`src/mem_cycle_pkg.sv`:
```
/*
  Package for the memory cycle control block: timing constants, test mode
  and sequencer state encodings, and the packed carriers for the select
  stage and the jumper straps.
  Assumes a single 125 MHz clock and a synchronous active-high reset.
*/
`default_nettype none
package mem_cycle_pkg;
  localparam int unsigned CLK_PERIOD_NS = 8;
  // Data-valid wait, in ns; no figure is given, so a plain default is used
  localparam int unsigned DATA_VALID_NS = 64;
  localparam int unsigned DATA_VALID_CYC_RAW =
    (DATA_VALID_NS + CLK_PERIOD_NS - 1) / CLK_PERIOD_NS;
  localparam int unsigned DATA_VALID_CYC =
    (DATA_VALID_CYC_RAW < 1) ? 1 : DATA_VALID_CYC_RAW;
  localparam int unsigned CNT_W = 8;
  localparam int unsigned BUS_W = 16;
  localparam logic [CNT_W-1:0] CNT_ZERO = 8'h00;
  localparam logic [CNT_W-1:0] CNT_ONE = 8'h01;
  localparam logic [BUS_W-1:0] BUS_ZERO = 16'h0000;

  // Cycle target encoding; the select stage carries its choice in select_t, not in this type
  typedef enum logic [1:0] {
    TGT_NONE = 2'h0,
    TGT_ROM = 2'h1,
    TGT_RAM = 2'h2,
    TGT_REG = 2'h3
  } target_t;

  // Self-test modes
  typedef enum logic [1:0] {
    MODE_NORMAL = 2'h0,
    MODE_LOOP = 2'h1,
    MODE_ROM_TEST = 2'h2,
    MODE_RAM_TEST = 2'h3
  } test_mode_t;

  // Sequencer states, Gray along idle-wait-count-enable
  typedef enum logic [1:0] {
    SEQ_IDLE = 2'h0,
    SEQ_WAIT = 2'h1,
    SEQ_COUNT = 2'h3,
    SEQ_ENABLE = 2'h2
  } seq_state_t;

  typedef struct packed {
    logic start_rom_request;
    logic start_ram_request;
    logic register_cycle;
  } select_t;

  typedef struct packed {
    logic test_run_jumper;
    logic memory_test_jumper;
  } straps_t;
endpackage
`default_nettype wire

```
`src/memory_cycle_control.sv`:
```
/*
  Memory cycle control: detects the cycle strobe, selects ROM, RAM or an
  internal register, runs the data-valid sequencer gated by the busy line,
  drives the buffer enable and the shared bus, and tracks self-test modes.
  Assumes all inputs are synchronous to clk and the RAM side manages its own
  refresh and busy line.
*/
`default_nettype none
module memory_cycle_control
  import mem_cycle_pkg::*;
#(
  parameter int unsigned DATA_VALID_CYCLES = mem_cycle_pkg::DATA_VALID_CYC
)(
  // Clock and reset
  input wire logic clk,
  input wire logic rst,
  // Processor cycle request
  input wire logic memory_cycle_strobe_n,
  input wire logic register_access_line,
  input wire logic rom_space,
  input wire logic [mem_cycle_pkg::BUS_W-1:0] proc_address,
  // Memory side
  input wire logic memory_busy_line,
  input wire logic [mem_cycle_pkg::BUS_W-1:0] memory_read_data,
  // Jumpers
  input wire mem_cycle_pkg::straps_t straps,
  // Cycle outputs
  output logic start_rom_request,
  output logic start_ram_request,
  output logic register_cycle,
  output logic memory_buffer_enable_n,
  output logic cycle_done,
  // Shared bus, three-signal form
  input wire logic [mem_cycle_pkg::BUS_W-1:0] shared_memory_bus_in,
  output logic [mem_cycle_pkg::BUS_W-1:0] shared_memory_bus_out,
  output logic shared_memory_bus_oe,
  output logic [mem_cycle_pkg::BUS_W-1:0] bus_capture,
  // Test mode
  output mem_cycle_pkg::test_mode_t test_mode,
  output logic test_loop_strobe
);
  import mem_cycle_pkg::*;

  localparam logic [CNT_W-1:0] WAIT_LEN = CNT_W'(DATA_VALID_CYCLES);

  logic strobe_q;
  logic strobe_fall;
  select_t sel_d;
  select_t sel_q;
  seq_state_t state_q;
  logic [CNT_W-1:0] count_q;
  logic rst_seen_q;
  logic rom_latched_q;
  logic loop_tog_q;

  function automatic select_t classify(input logic reg_line,
                                       input logic rom_sel);
    select_t s;
    s = '0;
    if (reg_line)
    begin
      s.register_cycle = 1'b1;
    end
    else if (rom_sel)
    begin
      s.start_rom_request = 1'b1;
    end
    else
    begin
      s.start_ram_request = 1'b1;
    end
    return s;
  endfunction

  // Falling edge of the strobe opens a cycle
  assign strobe_fall = strobe_q & ~memory_cycle_strobe_n;

  // Loop test issues its own strobes so the control path keeps cycling
  always_comb
  begin
    sel_d = classify(register_access_line, rom_space);
  end

  always_ff @(posedge clk)
  begin
    if (rst)
    begin
      strobe_q <= 1'b1;
    end
    else
    begin
      strobe_q <= memory_cycle_strobe_n;
    end
  end

  // Select stage, latched for the whole cycle
  always_ff @(posedge clk)
  begin
    if (rst)
    begin
      sel_q <= '0;
    end
    else if (state_q == SEQ_IDLE && (strobe_fall || test_mode == MODE_LOOP))
    begin
      sel_q <= (test_mode == MODE_LOOP) ? classify(1'b0, loop_tog_q)
                                        : sel_d;
    end
    else if (state_q == SEQ_ENABLE
             || (state_q == SEQ_WAIT && sel_q.register_cycle))
    begin
      sel_q <= '0;
    end
  end

  // Control sequencer; busy low holds the count, covering RAM refresh
  always_ff @(posedge clk)
  begin
    if (rst)
    begin
      state_q <= SEQ_IDLE;
      count_q <= CNT_ZERO;
    end
    else
    begin
      case (state_q)
        SEQ_IDLE:
        begin
          if (strobe_fall || test_mode == MODE_LOOP)
          begin
            state_q <= SEQ_WAIT;
          end
        end
        SEQ_WAIT:
        begin
          if (sel_q.register_cycle)
          begin
            state_q <= SEQ_IDLE;
          end
          else if (memory_busy_line)
          begin
            state_q <= SEQ_COUNT;
            count_q <= CNT_ONE;
          end
        end
        SEQ_COUNT:
        begin
          if (memory_busy_line)
          begin
            if (count_q >= WAIT_LEN)
            begin
              state_q <= SEQ_ENABLE;
            end
            else
            begin
              count_q <= count_q + CNT_ONE;
            end
          end
        end
        SEQ_ENABLE:
        begin
          state_q <= SEQ_IDLE;
          count_q <= CNT_ZERO;
        end
        default:
        begin
          state_q <= SEQ_IDLE;
          count_q <= CNT_ZERO;
        end
      endcase
    end
  end

  // Registered cycle outputs
  always_ff @(posedge clk)
  begin
    if (rst)
    begin
      start_rom_request <= 1'b0;
      start_ram_request <= 1'b0;
      register_cycle <= 1'b0;
      memory_buffer_enable_n <= 1'b1;
      cycle_done <= 1'b0;
    end
    else
    begin
      start_rom_request <= sel_q.start_rom_request;
      start_ram_request <= sel_q.start_ram_request;
      register_cycle <= sel_q.register_cycle;
      memory_buffer_enable_n <= ~(state_q == SEQ_COUNT && memory_busy_line
                                  && count_q >= WAIT_LEN);
      cycle_done <= (state_q == SEQ_COUNT && memory_busy_line
                     && count_q >= WAIT_LEN)
                    || (state_q == SEQ_WAIT && sel_q.register_cycle);
    end
  end

  // Shared bus: address while waiting, read data while enabled
  always_ff @(posedge clk)
  begin
    if (rst)
    begin
      shared_memory_bus_out <= BUS_ZERO;
      shared_memory_bus_oe <= 1'b0;
      bus_capture <= BUS_ZERO;
    end
    else
    begin
      if (state_q == SEQ_COUNT && memory_busy_line && count_q >= WAIT_LEN)
      begin
        shared_memory_bus_out <= memory_read_data;
        shared_memory_bus_oe <= 1'b1;
      end
      else if (state_q == SEQ_WAIT && !sel_q.register_cycle)
      begin
        shared_memory_bus_out <= proc_address;
        shared_memory_bus_oe <= 1'b1;
      end
      else
      begin
        shared_memory_bus_oe <= 1'b0;
      end
      if (!memory_buffer_enable_n)
      begin
        bus_capture <= shared_memory_bus_in;
      end
    end
  end

  // Strap sampling; reset cannot load a port, so straps land after release
  always_ff @(posedge clk)
  begin
    if (rst)
    begin
      rst_seen_q <= 1'b1;
      test_mode <= MODE_NORMAL;
    end
    else
    begin
      rst_seen_q <= 1'b0;
      if (straps.test_run_jumper)
      begin
        test_mode <= MODE_LOOP;
      end
      else if (rst_seen_q)
      begin
        if (rom_latched_q && !straps.memory_test_jumper)
        begin
          test_mode <= MODE_RAM_TEST;
        end
        else if (straps.memory_test_jumper)
        begin
          test_mode <= MODE_ROM_TEST;
        end
        else
        begin
          test_mode <= MODE_NORMAL;
        end
      end
      else if (test_mode == MODE_ROM_TEST && !straps.memory_test_jumper)
      begin
        test_mode <= MODE_RAM_TEST;
      end
      else if (test_mode == MODE_LOOP)
      begin
        test_mode <= MODE_NORMAL;
      end
    end
  end

  // Latch of ROM test survives reset for the unshort step
  always_ff @(posedge clk)
  begin
    if (test_mode == MODE_ROM_TEST)
    begin
      rom_latched_q <= 1'b1;
    end
    else if (test_mode == MODE_RAM_TEST || test_mode == MODE_LOOP)
    begin
      rom_latched_q <= 1'b0;
    end
  end

  // Loop alternates ROM and RAM cycles
  always_ff @(posedge clk)
  begin
    if (rst)
    begin
      loop_tog_q <= 1'b0;
      test_loop_strobe <= 1'b0;
    end
    else
    begin
      test_loop_strobe <= (test_mode == MODE_LOOP && state_q == SEQ_ENABLE);
      if (test_mode == MODE_LOOP && state_q == SEQ_ENABLE)
      begin
        loop_tog_q <= ~loop_tog_q;
      end
    end
  end
endmodule
`default_nettype wire

```
`config.mk`:
```
export PLATFORM = sky130hd
export DESIGN_NAME = memory_cycle_control
export DESIGN_NICKNAME = d
export VERILOG_FILES = /design/src/mem_cycle_pkg.sv /design/src/memory_cycle_control.sv
export SDC_FILE = /design/constraint.sdc
export NUM_CORES = 1
export LEC_CHECK = 0
export ABC_AREA = 1
export BUFFER_PORTS_ARGS = -buffer_cell sky130_fd_sc_hd__buf_2
export CAP_MARGIN = 20
export CORE_MARGIN = 8
export CORE_UTILIZATION = 45
export CTS_BUF_LIST = sky130_fd_sc_hd__clkbuf_4 sky130_fd_sc_hd__clkbuf_8
export DETAILED_ROUTE_END_ITERATION = 8
export GPL_ROUTABILITY_DRIVEN = 0
export MAX_ROUTING_LAYER = met4
export PLACE_DENSITY = 0.85
export SYNTH_ARGS = -nofsm -noshare
export SYNTH_HDL_FRONTEND = slang
export SYNTH_SLANG_ARGS = --single-unit
```
`constraint.sdc`:
```
create_clock -name clk -period 2.45 [get_ports clk]
set_input_delay 0 -clock clk [delete_from_list [all_inputs] [get_ports clk]]
set_output_delay 0 -clock clk [all_outputs]
set_load 0.005 [all_outputs]
```
==> out/metrics.cfg <==
[outcome]
status=complete, no violations

[clock_tree]
cts-resized-gates=0
cts-root-buf=clkbuf_8
h-tree-depth=3
cts_buffer_depth=2
cts_setup_buffers=0
cts_sinks=58
clock_latency_ns=0.34
numCtsBuffers=9
hold_buffers=31
clkTransAtPathRegs_ns=0.06
cts_tree=yes

[worst_setup_path]
startpoint_type=flop
cp_max_fo=11
r2r_slack_ns=0.42
worstSetupEndpointType=flop
critPathRequiredTime_ns=2.66
arrival_ns=2.25
crit-reg2reg-launch=count_q[4]
critPathKind=reg -> reg
worstSetupStartpoint=count_q[4]

[route]
ant_nets=0
drtIter0Drc=146
via_count=2634
route.detailed.drc=0
vias_per_cell=4.90
post_drt_wl_per_cell_um=13.5
wl_mm=7.25
first_pass_iters=4

[timing]
period_share=0.830
worst_pin_slew_ns=0.573
finalCriticalPeriod_ns=2.03
finalHoldViolCount=0
rsz0062_at_grt=false
setup_tns_ns=0
max_freq_ghz=0.492
setup_slack_ns=0.416
setup_viol=0
clock_skew_ns=0.00690
slew_violations=0
slew_headroom=0.617

[placement]
hpwl_mm=4.84
placed_area_sq_um=2990
place_ws_ns=0.855
port_buffers=96

[final_layout]
num-nets-final=518
syn_to_final_growth_pct=40.5
drive_gt1_frac=0.299
final_area_sq_um=3530

[yosys]
synth_edf_count=0
synth_area_leaders=dfxtp_1 (46%), nand2_1 (9.1%), nor2_1 (7.6%)
synth_top_family_by_area=simple AND/OR/NAND/NOR gates
ys_warn_count=0
synth_top_area_frac=0.462
yosysTopAreaCell=dfxtp_1
synth-seq-cells=58
synth_most_common_cell=nand2_1
synth_fa_ha_area_frac=0.00997
synthSimpleGateAreaFrac=0.298
ys_types=29
syn_area_sq_um=2510
synth-compound-area-share=0.117
syn_inst=332
synth_nets=390
synthMuxAreaShare=0
ys.flop_type=dfxtp_1
synthArstFlopShare=0
syn_avg_cell_area_sq_um=7.56
synthXorXnorAreaFrac=0.00349
seq_area_frac_synth=0.462
ys_top_cells_by_count=nand2_1 (61), dfxtp_1 (58), nor2_1 (51)

[global_routing]
grt_pass1_wl_mm=11.9
grt_overflow=0
grt_use_total=0.181
grt_antenna_before_repair=1
grt_max_degree=33
grt_pass1_vias=2609

[worst_hold_path]
hold_path.class=in -> reg
worstHoldStart=proc_address[7]

[die]
die-area_sq_um=8230
ioPinCount=97
rows=27
core_sq_um=5440
die_x_um=90.7
start_util=0.462
die-height_um=90.7

[power]
ir_worst_vdd_uv=391
p_per_area_nw_per_um2=675
power_w=0.00238
leakage_nw=1.72

[job]
cap_violations=0

state kept, by name, indices dropped and copies added (netlist names), 2 cells and up:
register / cells
shared_memory_bus_out: 16
bus_capture: 16
state_q: 2
sel_q: 3
count_q: 8
test_mode: 2
cells by family after synthesis:
family | after synthesis
AND/OR/NAND/NOR | 166
flip-flops | 58
buffers and inverters | 56
AO/OA/AOI/OAI | 49
adder cells (fa/ha/maj) | 2
XOR/XNOR | 1
cell usage in the layout, fill, tap and decap left out, types with 3 or more instances in the layout:
| cell type | n |
|---|---|
| nand2_2 | 4 |
| buf_4 | 3 |
| nand3_2 | 5 |
| dfxtp_1 | 58 |
| a21oi_2 | 10 |
| nand3_1 | 37 |
| nor2_1 | 51 |
| nand2_1 | 61 |
| o21ai_0 | 20 |
| inv_1 | 41 |
| buf_2 | 96 |
| dlygate4sd3_1 | 31 |
| a21oi_1 | 15 |
| clkbuf_8 | 10 |
final timing paths:
| path | depth (start not counted) | to |
|---|---|---|
| setup / recovery | 8 | shared_memory_bus_out[9] |
| hold / removal | 5 | shared_memory_bus_out[7] |
| setup reg to reg | 8 | shared_memory_bus_out[9] |
| hold reg to reg | 2 | start_rom_request |
through the flow:
stage          hold slack (ns)  std cells  utilization
5_1_grt                 0.0145        538        0.649
3_5_place_dp             0.205        490        0.550
4_1_cts               0.000115        537        0.648
2_1_floorplan           0.0277        332            -
3_3_place_gp             0.184        490        0.550
6_report               0.00997        538        0.649
per-layer routing:
layer  wire, um  share of wire  global-route usage
met2       3820           0.53               0.318
met1       2830           0.39               0.176
met5          0              0                   -
met4        176          0.024              0.0902
met3        421          0.058              0.0557
cell type report:
type,instances,area [sq um]
sequential,58,1160
antenna,1,2.50
multi-input combinational,218,1080
timing repair buffer,130,813
fill,444,1910
inverter,43,161
tap,72,90.1
clock inverter,5,77.6
clock buffer,11,145
power breakdown:
part | total [W] | switching (W) | leakage (nW) | internal (W)
clock network | 0.000978 | 0.000370 | 0.113 | 0.000608
registers | 0.00103 | 0.0000338 | 0.472 | 0.000994
logic | 0.000375 | 0.000212 | 1.13 | 0.000163
critical path, cell delays in order (launching register included):
cell and delay (ns):
dfxtp_1 0.31, nor2_1 0.13, nand3_1 0.35, buf_4 0.33
nand3_2 0.07, nand2_1 0.04, dlygate4sd3_1 0.55, inv_1 0.08
a21oi_2 0.05
Note: power is estimated with default switching activity, not from simulation.
